### src/inc/art_pwm_pkg.sv
// Package for the auto-reload PWM timer: register map, field layout, reset values.
// Assumes a 32-bit AXI4-Lite register bus; each register takes one aligned word.
package art_pwm_pkg;
   // Printed offsets are indices (not multiples of four); byte address = 4 * index
   localparam logic [7:0] IDX_DUTY_CH3    = 8'h72;
   localparam logic [7:0] IDX_DUTY_CH2    = 8'h73;
   localparam logic [7:0] IDX_DUTY_CH1    = 8'h74;
   localparam logic [7:0] IDX_DUTY_CH0    = 8'h75;
   localparam logic [7:0] IDX_PWM_CTRL    = 8'h76;
   localparam logic [7:0] IDX_TIMER_CSR   = 8'h77;
   localparam logic [7:0] IDX_LIVE_COUNT  = 8'h78;
   localparam logic [7:0] IDX_RELOAD      = 8'h79;
   localparam logic [7:0] IDX_IRQ_STATUS  = 8'h7a;
   localparam logic [7:0] IDX_IRQ_MASK    = 8'h7b;
   localparam int         ADDR_W          = 12;
   localparam int         IDX_LSB         = 2;
   localparam int         NUM_CH          = 4;
   localparam int         PRESC_W         = 7;
   // Control/status fields
   localparam int         CSR_EXT_CLK     = 7;
   localparam int         CSR_PRESC_HI    = 6;
   localparam int         CSR_PRESC_LO    = 4;
   localparam int         CSR_RUN         = 3;
   localparam int         CSR_FORCE       = 2;
   localparam int         CSR_OVF_IE      = 1;
   localparam int         CSR_OVF         = 0;
   // Output control fields
   localparam int         CTRL_OE_LSB     = 4;
   localparam int         CTRL_POL_LSB    = 0;
   localparam logic [7:0] REG_RESET       = 8'h00;
   localparam logic [7:0] COUNT_MAX       = 8'hff;
   localparam logic [1:0] RESP_OKAY       = 2'h0;
   localparam logic [1:0] RESP_SLVERR     = 2'h2;
endpackage

### src/hdl/art_prescaler.sv
// Power-of-two prescaler producing a one-cycle counter tick enable.
// Assumes the input event is already synchronous to clock_i.
`timescale 1ns/1ps
`default_nettype none
module art_prescaler #(
   parameter int WIDTH = 7
) (
   // Clock and reset
   input  wire logic       clock_i,
   input  wire logic       rst_i,
   // Control
   input  wire logic       event_i,
   input  wire logic       run_i,
   input  wire logic       clear_i,
   input  wire logic [2:0] select_i,
   // Tick
   output logic            tick_o
);
   logic [WIDTH-1:0] count_q;
   logic [WIDTH:0]   full;

   // Extended count lets tap n fire when the low n bits are all ones
   assign full = {1'b0, count_q};

   always_ff @(posedge clock_i) begin
      if (rst_i || clear_i) begin
         count_q <= '0;
      end else if (run_i && event_i) begin
         count_q <= count_q + 1'b1;
      end
   end

   always_comb begin
      tick_o = 1'b0;
      if (run_i && event_i) begin
         tick_o = (select_i == 3'h0) ? 1'b1 : &(full | ~((({{WIDTH{1'b0}}, 1'b1}) << select_i) - 1'b1));
      end
   end
endmodule
`default_nettype wire

### src/hdl/art_pwm_timer.sv
// Auto-reload 8-bit PWM timer with four channels behind an AXI4-Lite slave.
// Assumes EXT_CLK_I is an asynchronous event pin, at most a quarter of the clock rate.
//
// Decided for this implementation: the AXI4-Lite register port.
`timescale 1ns/1ps
`default_nettype none
module art_pwm_timer
   import art_pwm_pkg::*;
(
   // Clock and reset
   input  wire logic                       CLOCK_I,
   input  wire logic                       RST_I,
   // AXI4-Lite write address
   input  wire logic                       AWVALID_I,
   output logic                            AWREADY_O,
   input  wire logic [art_pwm_pkg::ADDR_W-1:0] AWADDR_I,
   // AXI4-Lite write data
   input  wire logic                       WVALID_I,
   output logic                            WREADY_O,
   input  wire logic [31:0]                WDATA_I,
   input  wire logic [3:0]                 WSTRB_I,
   // AXI4-Lite write response
   output logic                            BVALID_O,
   input  wire logic                       BREADY_I,
   output logic [1:0]                      BRESP_O,
   // AXI4-Lite read address
   input  wire logic                       ARVALID_I,
   output logic                            ARREADY_O,
   input  wire logic [art_pwm_pkg::ADDR_W-1:0] ARADDR_I,
   // AXI4-Lite read data
   output logic                            RVALID_O,
   input  wire logic                       RREADY_I,
   output logic [31:0]                     RDATA_O,
   output logic [1:0]                      RRESP_O,
   // External clock pin
   input  wire logic                       EXT_CLK_I,
   // PWM pins
   output logic [art_pwm_pkg::NUM_CH-1:0]  PWM_CHANNEL_PIN_O,
   output logic [art_pwm_pkg::NUM_CH-1:0]  PWM_CHANNEL_PIN_OE_N_O,
   // Interrupt
   output logic                            IRQ_O
);

   //////////////////////////////////////////////////////////////////////////////
   // Registers

   logic [7:0]        duty_value_bits_q [NUM_CH];
   logic [7:0]        hidden_compare_value_q [NUM_CH];
   logic [7:0]        pwm_output_control_q;
   logic [7:0]        counter_value_bits_q;
   logic [7:0]        reload_bits_q;
   logic              external_clock_select_q;
   logic [2:0]        prescale_select_q;
   logic              counter_run_enable_q;
   logic              overflow_irq_enable_q;
   logic              overflow_flag_q;
   logic              irq_status_q;
   logic              irq_mask_q;
   logic [NUM_CH-1:0] wave_q;

   //////////////////////////////////////////////////////////////////////////////
   // AXI4-Lite slave

   logic                aw_full_q;
   logic                w_full_q;
   logic [7:0]          aw_idx_q;
   logic [31:0]         wdata_q;
   logic [3:0]          wstrb_q;
   logic                wr_fire;
   logic                wr_byte;
   logic                rd_fire;
   logic [7:0]          ar_idx;
   logic [7:0]          rd_byte;
   logic                rd_hit;
   logic                wr_hit;

   assign wr_fire = aw_full_q && w_full_q && !BVALID_O;
   assign wr_byte = wstrb_q[0];
   assign ar_idx  = ARADDR_I[IDX_LSB +: 8];
   assign rd_fire = ARVALID_I && ARREADY_O;

   always_ff @(posedge CLOCK_I) begin
      if (RST_I) begin
         aw_full_q <= 1'b0;
         aw_idx_q  <= 8'h00;
         AWREADY_O <= 1'b0;
      end else if (AWVALID_I && AWREADY_O) begin
         aw_full_q <= 1'b1;
         aw_idx_q  <= AWADDR_I[IDX_LSB +: 8];
         AWREADY_O <= 1'b0;
      end else if (wr_fire) begin
         aw_full_q <= 1'b0;
      end else begin
         AWREADY_O <= !aw_full_q && !BVALID_O;
      end
   end

   always_ff @(posedge CLOCK_I) begin
      if (RST_I) begin
         w_full_q <= 1'b0;
         wdata_q  <= 32'h0000_0000;
         wstrb_q  <= 4'h0;
         WREADY_O <= 1'b0;
      end else if (WVALID_I && WREADY_O) begin
         w_full_q <= 1'b1;
         wdata_q  <= WDATA_I;
         wstrb_q  <= WSTRB_I;
         WREADY_O <= 1'b0;
      end else if (wr_fire) begin
         w_full_q <= 1'b0;
      end else begin
         WREADY_O <= !w_full_q && !BVALID_O;
      end
   end

   always_comb begin
      unique case (aw_idx_q)
         IDX_DUTY_CH3, IDX_DUTY_CH2, IDX_DUTY_CH1, IDX_DUTY_CH0, IDX_PWM_CTRL, IDX_TIMER_CSR,
         IDX_LIVE_COUNT, IDX_RELOAD, IDX_IRQ_STATUS, IDX_IRQ_MASK: wr_hit = 1'b1;
         default: wr_hit = 1'b0;
      endcase
   end

   always_ff @(posedge CLOCK_I) begin
      if (RST_I) begin
         BVALID_O <= 1'b0;
         BRESP_O  <= RESP_OKAY;
      end else if (wr_fire) begin
         BVALID_O <= 1'b1;
         BRESP_O  <= wr_hit ? RESP_OKAY : RESP_SLVERR;
      end else if (BREADY_I) begin
         BVALID_O <= 1'b0;
      end
   end

   // Write strobes, only for the low byte lane where the 8-bit registers sit
   logic w_ctrl;
   logic w_csr;
   logic w_count;
   logic w_reload;
   logic w_status;
   logic w_mask;
   logic force_reload;

   assign w_ctrl       = wr_fire && wr_byte && aw_idx_q == IDX_PWM_CTRL;
   assign w_csr        = wr_fire && wr_byte && aw_idx_q == IDX_TIMER_CSR;
   assign w_count      = wr_fire && wr_byte && aw_idx_q == IDX_LIVE_COUNT;
   assign w_reload     = wr_fire && wr_byte && aw_idx_q == IDX_RELOAD;
   assign w_status     = wr_fire && wr_byte && aw_idx_q == IDX_IRQ_STATUS;
   assign w_mask       = wr_fire && wr_byte && aw_idx_q == IDX_IRQ_MASK;
   assign force_reload = w_csr && wdata_q[CSR_FORCE];

   always_comb begin
      rd_hit  = 1'b1;
      rd_byte = 8'h00;
      unique case (ar_idx)
         IDX_DUTY_CH3:   rd_byte = duty_value_bits_q[3];
         IDX_DUTY_CH2:   rd_byte = duty_value_bits_q[2];
         IDX_DUTY_CH1:   rd_byte = duty_value_bits_q[1];
         IDX_DUTY_CH0:   rd_byte = duty_value_bits_q[0];
         IDX_PWM_CTRL:   rd_byte = pwm_output_control_q;
         // Force-reload always reads as zero
         IDX_TIMER_CSR:  rd_byte = {external_clock_select_q, prescale_select_q, counter_run_enable_q,
                                    1'b0, overflow_irq_enable_q, overflow_flag_q};
         IDX_LIVE_COUNT: rd_byte = counter_value_bits_q;
         IDX_RELOAD:     rd_byte = reload_bits_q;
         IDX_IRQ_STATUS: rd_byte = {7'h00, irq_status_q};
         IDX_IRQ_MASK:   rd_byte = {7'h00, irq_mask_q};
         default: begin
            rd_hit  = 1'b0;
            rd_byte = 8'h00;
         end
      endcase
   end

   always_ff @(posedge CLOCK_I) begin
      if (RST_I) begin
         ARREADY_O <= 1'b0;
         RVALID_O  <= 1'b0;
         RDATA_O   <= 32'h0000_0000;
         RRESP_O   <= RESP_OKAY;
      end else if (rd_fire) begin
         ARREADY_O <= 1'b0;
         RVALID_O  <= 1'b1;
         RDATA_O   <= {24'h00_0000, rd_byte};
         RRESP_O   <= rd_hit ? RESP_OKAY : RESP_SLVERR;
      end else if (RVALID_O) begin
         if (RREADY_I) begin
            RVALID_O <= 1'b0;
         end
      end else begin
         ARREADY_O <= 1'b1;
      end
   end

   //////////////////////////////////////////////////////////////////////////////
   // External clock pin: three stages, an edge counts when stages two and three agree

   logic [2:0] ext_sync_q;
   logic       ext_level_q;
   logic       ext_rise;
   logic       tick;

   always_ff @(posedge CLOCK_I) begin
      if (RST_I) begin
         ext_sync_q  <= 3'h0;
         ext_level_q <= 1'b0;
      end else begin
         ext_sync_q <= {ext_sync_q[1:0], EXT_CLK_I};
         if (ext_sync_q[1] == ext_sync_q[2]) begin
            ext_level_q <= ext_sync_q[2];
         end
      end
   end

   assign ext_rise = ext_sync_q[1] && ext_sync_q[2] && !ext_level_q;

   // Counter write also clears the prescaler so counting starts from a known point
   art_prescaler #(
      .WIDTH (PRESC_W)
   ) u_prescaler (
      .clock_i  (CLOCK_I),
      .rst_i    (RST_I),
      .event_i  (external_clock_select_q ? ext_rise : 1'b1),
      .run_i    (counter_run_enable_q),
      .clear_i  (force_reload || w_count),
      .select_i (prescale_select_q),
      .tick_o   (tick)
   );

   //////////////////////////////////////////////////////////////////////////////
   // Counter

   logic overflow;

   assign overflow = tick && counter_value_bits_q == COUNT_MAX;

   always_ff @(posedge CLOCK_I) begin
      if (RST_I) begin
         counter_value_bits_q <= REG_RESET;
      end else if (w_count) begin
         counter_value_bits_q <= wdata_q[7:0];
      end else if (force_reload) begin
         counter_value_bits_q <= reload_bits_q;
      end else if (overflow) begin
         counter_value_bits_q <= reload_bits_q;
      end else if (tick) begin
         counter_value_bits_q <= counter_value_bits_q + 8'h01;
      end
   end

   always_ff @(posedge CLOCK_I) begin
      if (RST_I) begin
         reload_bits_q        <= REG_RESET;
         pwm_output_control_q <= REG_RESET;
      end else begin
         if (w_reload) begin
            reload_bits_q <= wdata_q[7:0];
         end
         if (w_ctrl) begin
            pwm_output_control_q <= wdata_q[7:0];
         end
      end
   end

   always_ff @(posedge CLOCK_I) begin
      if (RST_I) begin
         external_clock_select_q <= 1'b0;
         prescale_select_q       <= 3'h0;
         counter_run_enable_q    <= 1'b0;
         overflow_irq_enable_q   <= 1'b0;
      end else if (w_csr) begin
         external_clock_select_q <= wdata_q[CSR_EXT_CLK];
         prescale_select_q       <= wdata_q[CSR_PRESC_HI:CSR_PRESC_LO];
         counter_run_enable_q    <= wdata_q[CSR_RUN];
         overflow_irq_enable_q   <= wdata_q[CSR_OVF_IE];
      end
   end

   //////////////////////////////////////////////////////////////////////////////
   // Overflow flag and interrupt status; a new overflow wins over the clear

   logic csr_read;

   assign csr_read = rd_fire && ar_idx == IDX_TIMER_CSR;

   always_ff @(posedge CLOCK_I) begin
      if (RST_I) begin
         overflow_flag_q <= 1'b0;
      end else if (overflow) begin
         overflow_flag_q <= 1'b1;
      end else if (csr_read) begin
         overflow_flag_q <= 1'b0;
      end
   end

   always_ff @(posedge CLOCK_I) begin
      if (RST_I) begin
         irq_status_q <= 1'b0;
         irq_mask_q   <= 1'b0;
      end else begin
         if (overflow && overflow_irq_enable_q) begin
            irq_status_q <= 1'b1;
         end else if (w_status && wdata_q[0]) begin
            irq_status_q <= 1'b0;
         end
         if (w_mask) begin
            irq_mask_q <= wdata_q[0];
         end
      end
   end

   always_ff @(posedge CLOCK_I) begin
      if (RST_I) begin
         IRQ_O <= 1'b0;
      end else begin
         IRQ_O <= irq_status_q && irq_mask_q;
      end
   end

   //////////////////////////////////////////////////////////////////////////////
   // Channels

   genvar ch;
   generate
      for (ch = 0; ch < NUM_CH; ch++) begin : g_ch
         localparam logic [7:0] DUTY_IDX = IDX_DUTY_CH0 - 8'(ch);
         logic pol;
         logic level;
         assign pol   = pwm_output_control_q[CTRL_POL_LSB + ch];
         // Raw waveform is high from reload until the count passes compare
         assign level = wave_q[ch] ^ pol;

         always_ff @(posedge CLOCK_I) begin
            if (RST_I) begin
               duty_value_bits_q[ch]      <= REG_RESET;
               hidden_compare_value_q[ch] <= REG_RESET;
            end else begin
               if (wr_fire && wr_byte && aw_idx_q == DUTY_IDX) begin
                  duty_value_bits_q[ch] <= wdata_q[7:0];
               end
               if (overflow) begin
                  hidden_compare_value_q[ch] <= duty_value_bits_q[ch];
               end
            end
         end

         // Waveform state advances regardless of the enable
         always_ff @(posedge CLOCK_I) begin
            if (RST_I) begin
               wave_q[ch] <= 1'b1;
            end else if (overflow) begin
               wave_q[ch] <= 1'b1;
            end else if (tick && counter_value_bits_q + 8'h01 > hidden_compare_value_q[ch]) begin
               wave_q[ch] <= 1'b0;
            end
         end

         always_ff @(posedge CLOCK_I) begin
            if (RST_I) begin
               PWM_CHANNEL_PIN_O[ch]      <= 1'b0;
               PWM_CHANNEL_PIN_OE_N_O[ch] <= 1'b1;
            end else begin
               PWM_CHANNEL_PIN_O[ch]      <= level;
               PWM_CHANNEL_PIN_OE_N_O[ch] <= !pwm_output_control_q[CTRL_OE_LSB + ch];
            end
         end
      end
   endgenerate
endmodule
`default_nettype wire

### config.mk
export PLATFORM = sky130hd
export DESIGN_NAME = art_pwm_timer
export DESIGN_NICKNAME = d
export VERILOG_FILES = /design/src/inc/art_pwm_pkg.sv /design/src/hdl/art_prescaler.sv /design/src/hdl/art_pwm_timer.sv
export SDC_FILE = /design/constraint.sdc
export NUM_CORES = 1
export LEC_CHECK = 0
export ABC_AREA = 0
export BUFFER_PORTS_ARGS = -buffer_cell sky130_fd_sc_hd__buf_4
export CORE_ASPECT_RATIO = 1.5
export CORE_MARGIN = 8
export CORE_UTILIZATION = 50
export CTS_CLUSTER_SIZE = 8
export DETAILED_ROUTE_END_ITERATION = 7
export GPL_ROUTABILITY_DRIVEN = 0
export PLACE_DENSITY = 0.72
export REMOVE_ABC_BUFFERS = 1
export SYNTH_ARGS = -nofsm -noshare
export SYNTH_HDL_FRONTEND = slang
export SYNTH_SLANG_ARGS = --single-unit
export TNS_END_PERCENT = 10
### constraint.sdc
create_clock -name CLOCK_I -period 4.2 [get_ports CLOCK_I]
set_input_delay 0.84 -clock CLOCK_I [delete_from_list [all_inputs] [get_ports CLOCK_I]]
set_output_delay 0.84 -clock CLOCK_I [all_outputs]
set_load 0.005 [all_outputs]
==> results.json, run 1 <==
{
  "path_class": "reg -> reg",
  "cts_setup_buffers": 0,
  "net-switching-power_uw": 782,
  "die_h_um": 167,
  "p_comb_share_pct": 4.8,
  "netlist_area_um2": 7620,
  "cpMaxStageDelayCell": "xnor2_1",
  "grt_setup_unrepaired": "no",
  "core-area_um2": 15000,
  "wirelength_um": 18600,
  "rows": 55,
  "power_density_nw_per_um2": 381,
  "synth_seq_cells": 155,
  "cts.clk_slew.worst_paths_ns": 0.07,
  "final_cell_mix": "dfxtp_1, nand2_1, and2_1",
  "setup_viol": 0,
  "drt-wirelength-per-cell_um": 18.1,
  "start_util_pct": 50.8,
  "synth_top_flop_cell": "dfxtp_1",
  "postRouteAntennaNets": 0,
  "netlist_instances": 759,
  "area_growth_pct": 14.5,
  "root_buffer": "clkbuf_16",
  "io_pins": 118,
  "fin_nets": 915,
  "p_int_uw": 2540,
  "holdCritStartpoint": "pwm_output_control_q[4]$_SDFFE_PP0P_",
  "cp_common_cell": "a21o_1",
  "hold_viol": 0,
  "cp-startpoint": "counter_value_bits_q[0]$_SDFFE_PP0P_",
  "cts-buffers-inserted": 17,
  "finalCritPeriodShare_pct": 64.7,
  "dieArea_um2": 19500,
  "die_w_um": 117,
  "clk-insertion-delay-late_ns": 0.43,
  "skew_ns": 0.00965,
  "clock_sinks": 155,
  "synth_area_per_cell_um2": 10.0,
  "synth-edff-count": 64,
  "clk_path_buf_depth": 2,
  "async_flop_share_pct": 0,
  "grt_max_degree": 55,
  "status": "complete, no violations",
  "antenna_found_initial": 0,
  "crit_fanout": 10,
  "tightestPinTransition_ns": 1.13,
  "hpwlAfterDp_um": 14000,
  "cts-resized-gates": 0,
  "firstDrtPassIters": 5,
  "pwr-share-seq_pct": 49.1,
  "report.final.slew_viol_count": 0,
  "crit_required_ns": 4.58,
  "h-tree-depth": 4,
  "ys_types": 60,
  "first_iter_violations": 351,
  "cts_hold_buf": 0,
  "drive_above_1_share_pct": 15.0,
  "place_area_um2": 8130,
  "n_antenna_cell": 0,
  "crit_chain": "nand3_1 -> xnor2_1 -> ha_1 -> a21o_1 -> a21o_1 -> a211oi_1 -> o31ai_1 -> nand2_1",
  "final_cell_area_um2": 8730,
  "fmax_mhz": 368,
  "grt_use_total_pct": 19.6,
  "layout_commonest_cell": "dfxtp_1",
  "worstReg2RegStart": "counter_value_bits_q[0]$_SDFFE_PP0P_",
  "drc": 0,
  "critPathArrivalTime_ns": 3.09,
  "io_buffers": 56,
  "clockPowerShare_pct": 46.1,
  "grt_pass1_vias": 5668,
  "endpoint_kind": "flop",
  "vias": 5659,
  "ir_drop_mv": 0.272,
  "cts_tree": "built",
  "cp-start-kind": "flop",
  "grt_overflow": 0,
  "leakage_uw": 0.00359,
  "utilization_pct": 58.2,
  "grt_pass1_wl_um": 29400,
  "switching_share_pct": 23.5,
  "crit_path_max_incr_delay_ns": 0.63,
  "viasPerCell": 5.53,
  "slew_headroom_pct": 23.6,
  "max_cap_viol_count": 0,
  "yosysWarnings": 0,
  "period_needed_ns": 2.72,
  "hp-class": "reg -> reg",
  "seq_area_frac_synth_pct": 49.1,
  "setup_tns_ns": 0
}
==> through the flow <==
| step | std cells | hold slack, ns | power (uW) | setup slack [ns] |
|---|---|---|---|---|
| after floorplan | 730 | 0.364 | 1730 | 1.74 |
| after global placement | 992 | 0.394 | 1820 | 1.49 |
| after detailed placement | 992 | 0.395 | 1820 | 1.48 |
| after CTS | 1024 | 0.411 | 3330 | 1.50 |
| after global routing | 1024 | 0.432 | 3420 | 1.29 |
| final | 1024 | 0.404 | 3330 | 1.48 |
==> per-layer routing <==
layer	vias to the layer above	GRT usage, %	routed length [um]
li1	2727	-	-
met1	2689	20.5	6870
met2	177	34.9	9740
met3	66	3.71	868
met4	0	12.4	1080
met5	-	0	0
==> cell usage after synthesis, drive strengths merged, types with 2 or more instances <==
master / n / area share, %
nand4b: 2 / 0.23
nor2: 49 / 2.4
a2111oi: 2 / 0.23
and4b: 2 / 0.26
o31ai: 4 / 0.39
a22o: 12 / 1.4
a211oi: 4 / 0.39
ha: 35 / 5.7
o22ai: 6 / 0.49
a22oi: 7 / 0.69
nand2: 78 / 3.8
dfxtp: 91 / 24
nand3: 18 / 1.2
nor4: 5 / 0.41
a21oi: 50 / 3.3
mux2i: 23 / 3.0
nor2b: 9 / 0.74
nand3b: 2 / 0.20
buf: 37 / 3.2
mux2: 17 / 2.5
inv: 39 / 1.9
xnor2: 9 / 1.0
o21ai: 23 / 1.5
a21o: 7 / 0.69
a21boi: 2 / 0.34
nand2b: 6 / 0.59
clkbuf: 17 / 0.85
o211ai: 4 / 0.39
edfxtp: 64 / 25
or3: 5 / 0.41
xor2: 7 / 0.80
nor3b: 4 / 0.61
and3: 5 / 0.41
nand4: 11 / 0.90
nor3: 9 / 0.66
mux4: 4 / 1.2
nor4b: 2 / 0.23
and2: 71 / 5.8
a31oi: 7 / 0.57
==> worst paths after layout <==
kind	slack (ns)	end	cells after the start
worst min register to register	0.40	PWM_CHANNEL_PIN_OE_N_O[0]$_SDFF_PP1_	1
worst max register to register	1.48	wave_q[1]$_SDFFE_PP1P_	8
worst min-delay path	0.40	PWM_CHANNEL_PIN_OE_N_O[0]$_SDFF_PP1_	1
worst max-delay path	1.48	wave_q[1]$_SDFFE_PP1P_	8
==> power groups by stage <==
stage	combinational (uW)	clock (uW)	sequential (uW)
after floorplan	75.4	0	1650
after global placement	152	0	1660
after detailed placement	158	0	1670
after CTS	158	1540	1630
after global routing	174	1600	1640
final	159	1530	1630
==> flip-flops by register name, indices dropped and copies added (netlist names), 3 cells and up <==
name,count
PWM_CHANNEL_PIN_O,4
duty_value_bits_q,32
wdata_q,8
ext_sync_q,3
pwm_output_control_q,8
wave_q,4
reload_bits_q,8
RDATA_O,8
hidden_compare_value_q,32
prescale_select_q,3
counter_value_bits_q,8
aw_idx_q,8
PWM_CHANNEL_PIN_OE_N_O,4
u_prescaler.count_q,7
==> critical path, delay by kind of cell, from the launching register on <==
| kind | cells | cell delay [ns] |
|---|---|---|
| AND/OR/NAND/NOR | 2 | 0.27 |
| XOR/XNOR | 1 | 0.63 |
| AO/OA/AOI/OAI | 4 | 0.76 |
| adder cells (fa/ha/maj) | 1 | 0.39 |
| flip-flops | 1 | 0.61 |
==> cell families (layout without fill, tap and decap cells) <==
| kind of cell | count (synthesis) | count (layout) | synth area share, % |
|---|---|---|---|
| simple gates | 279 | 279 | 19.1 |
| flops | 155 | 155 | 49.1 |
| compound gates | 135 | 135 | 11.4 |
| buf+inv | 94 | 135 | 6.04 |
| mux | 44 | 44 | 6.71 |
| fa+ha+maj | 35 | 35 | 5.75 |
| xor+xnor | 16 | 16 | 1.84 |
| other cells | 1 | 26 | 0.0492 |
==> final cells by class <==
class,instances,area [um2]
Clock buffer,21,504
Sequential cell,155,3740
Tap cell,199,249
Inverter,40,150
Multi-Input combinational cell,535,3510
Fill cell,1308,6280
Clock inverter,11,95.1
Timing Repair Buffer,63,473
(Power assumes the default switching activity.)
==> run 2: changes to the inputs <==
PLACE_DENSITY = 0.74   (was 0.72)
clock period = 2.5 ns   (was 4.2 ns; I/O delays follow)
==> run 2 against run 1 <==
Compared with the run above:
- worst setup slack got worse by 1.3 ns
- sequential power increased by 68%
- clock-buffer cell count unchanged
- critical path depth increased by 2
- maximum frequency increased by 19%
- final area increased by 2.6%
- non-clock buffer count increased by 34
- global-route usage decreased by 0.47 points
==> results.json, run 2 (synthesized netlist as in run 1, its figures left out) <==
{
  "status": "complete, no violations",
  "drive_above_1_share_pct": 18.2,
  "cp_common_cell": "ha_1",
  "root_buffer": "clkbuf_16",
  "max_cap_viol_count": 0,
  "stdcell_count": 1058,
  "core-area_um2": 15000,
  "dieArea_um2": 19500,
  "clock_sinks": 155,
  "path_class": "reg -> reg",
  "grt_pass1_wl_um": 28900,
  "viasPerCell": 5.42,
  "power_density_nw_per_um2": 601,
  "drc": 0,
  "cts-buffers-inserted": 17,
  "hp-class": "in -> reg",
  "cts.clk_slew.worst_paths_ns": 0.06,
  "vias": 5730,
  "first_iter_violations": 281,
  "drt-wirelength-per-cell_um": 17.1,
  "fmax_mhz": 439,
  "crit_path_max_incr_delay_ns": 0.47,
  "rows": 55,
  "whs_ns": 0.291,
  "period_needed_ns": 2.28,
  "tightestPinTransition_ns": 1.17,
  "cts_tree": "built",
  "crit_chain": "ha_1 -> and3_1 -> xnor2_1 -> buf_4 -> ha_1 -> nand4_1 -> a21oi_1 -> a211oi_1 -> o31ai_1 -> nand2_1",
  "hpwlAfterDp_um": 13900,
  "power.total_uw": 5380,
  "ir_drop_mv": 0.424,
  "cts-resized-gates": 0,
  "die_h_um": 167,
  "firstDrtPassIters": 5,
  "largestRegisters": "duty_value_bits_q x32, hidden_compare_value_q x32",
  "skew_ns": 0.0102,
  "io_buffers": 56,
  "cts_hold_buf": 0,
  "h-tree-depth": 4,
  "leakage_uw": 0.00373,
  "hold_viol": 0,
  "placed_cells": 1026,
  "grt_use_total_pct": 19.2,
  "grt_setup_unrepaired": "no",
  "final_cell_mix": "buf_4, dfxtp_1, nand2_1",
  "cts_setup_buffers": 0,
  "crit_required_ns": 2.81,
  "postRouteAntennaNets": 0,
  "critPathArrivalTime_ns": 2.59,
  "antenna_found_initial": 0,
  "grt_pass1_vias": 5725,
  "endpoint_kind": "flop",
  "finalCritPeriodShare_pct": 91.2,
  "dp_slack_ns": 0.255,
  "setup_tns_ns": 0,
  "clk_path_buf_depth": 2,
  "setup_viol": 0,
  "grt_max_degree": 33,
  "die_w_um": 117,
  "n_antenna_cell": 0,
  "layout_commonest_cell": "buf_4",
  "cpMaxStageDelayCell": "dfxtp_1",
  "wirelength_um": 18100,
  "start_util_pct": 50.8,
  "area_growth_pct": 17.4,
  "crit_fanout": 6,
  "io_pins": 118,
  "cp-start-kind": "flop",
  "setup_slack_ns": 0.220,
  "slew_headroom_pct": 21.2,
  "clk-insertion-delay-late_ns": 0.42,
  "fin_nets": 949,
  "grt_overflow": 0,
  "report.final.slew_viol_count": 0
}
run 2: cell count changes in the layout (fill, tap and decap cells not counted):
cell and delta:
buf_4 +32, clkbuf_16 -3, inv_6 -3, buf_12 +2
clkbuf_8 +2, clkinv_2 -2, clkinvlp_4 +2, inv_4 +2
clkbuf_1 +1, clkinv_1 +1, clkinv_4 +1, clkinv_8 -1
run 2: cell type report:
cell class	count	area (um2)
Inverter	40	150
Clock inverter	11	82.6
Fill cell	1321	6050
Multi-Input combinational cell	535	3510
Clock buffer	21	460
Sequential cell	155	3740
Tap cell	199	249
Timing Repair Buffer	97	753
run 2: final timing paths:
check / from / end / slack [ns] / depth (start not counted)
worst max-delay path: counter_value_bits_q[0]$_SDFFE_PP0P_ / wave_q[1]$_SDFFE_PP1P_ / 0.22 / 10
worst min-delay path: EXT_CLK_I / ext_sync_q[0]$_SDFF_PP0_ / 0.29 / 2
worst max register to register: counter_value_bits_q[0]$_SDFFE_PP0P_ / wave_q[1]$_SDFFE_PP1P_ / 0.22 / 10
worst min register to register: pwm_output_control_q[4]$_SDFFE_PP0P_ / PWM_CHANNEL_PIN_OE_N_O[0]$_SDFF_PP1_ / 0.41 / 1
run 2: power breakdown:
part	switching [uW]	internal, uW
logic	158	120
clock network	1020	1330
registers	51.5	2690
run 2: routing by layer:
layer | vias up | share of wire [%] | GRT usage (%)
met5 | - | 0 | 0
met4 | 0 | 5.3 | 11.9
met2 | 154 | 53 | 34.6
met1 | 2708 | 38 | 19.8
met3 | 62 | 3.7 | 3.28
li1 | 2806 | - | -
run 2: through the flow:
step | instance area, um2 | utilization (%)
final | 8950 | 59.7
after global routing | 8950 | 59.7
after CTS | 8950 | 59.7
after detailed placement | 8410 | 56.0
after global placement | 8410 | 56.0
after floorplan | 7400 | -
run 2: critical path: cells and delay by family, from the launching register on:
kind	cells	cell delay (ns)
xor+xnor	1	0.08
simple gates	3	0.45
buf+inv	1	0.17
flops	1	0.47
compound gates	3	0.46
fa+ha+maj	2	0.55
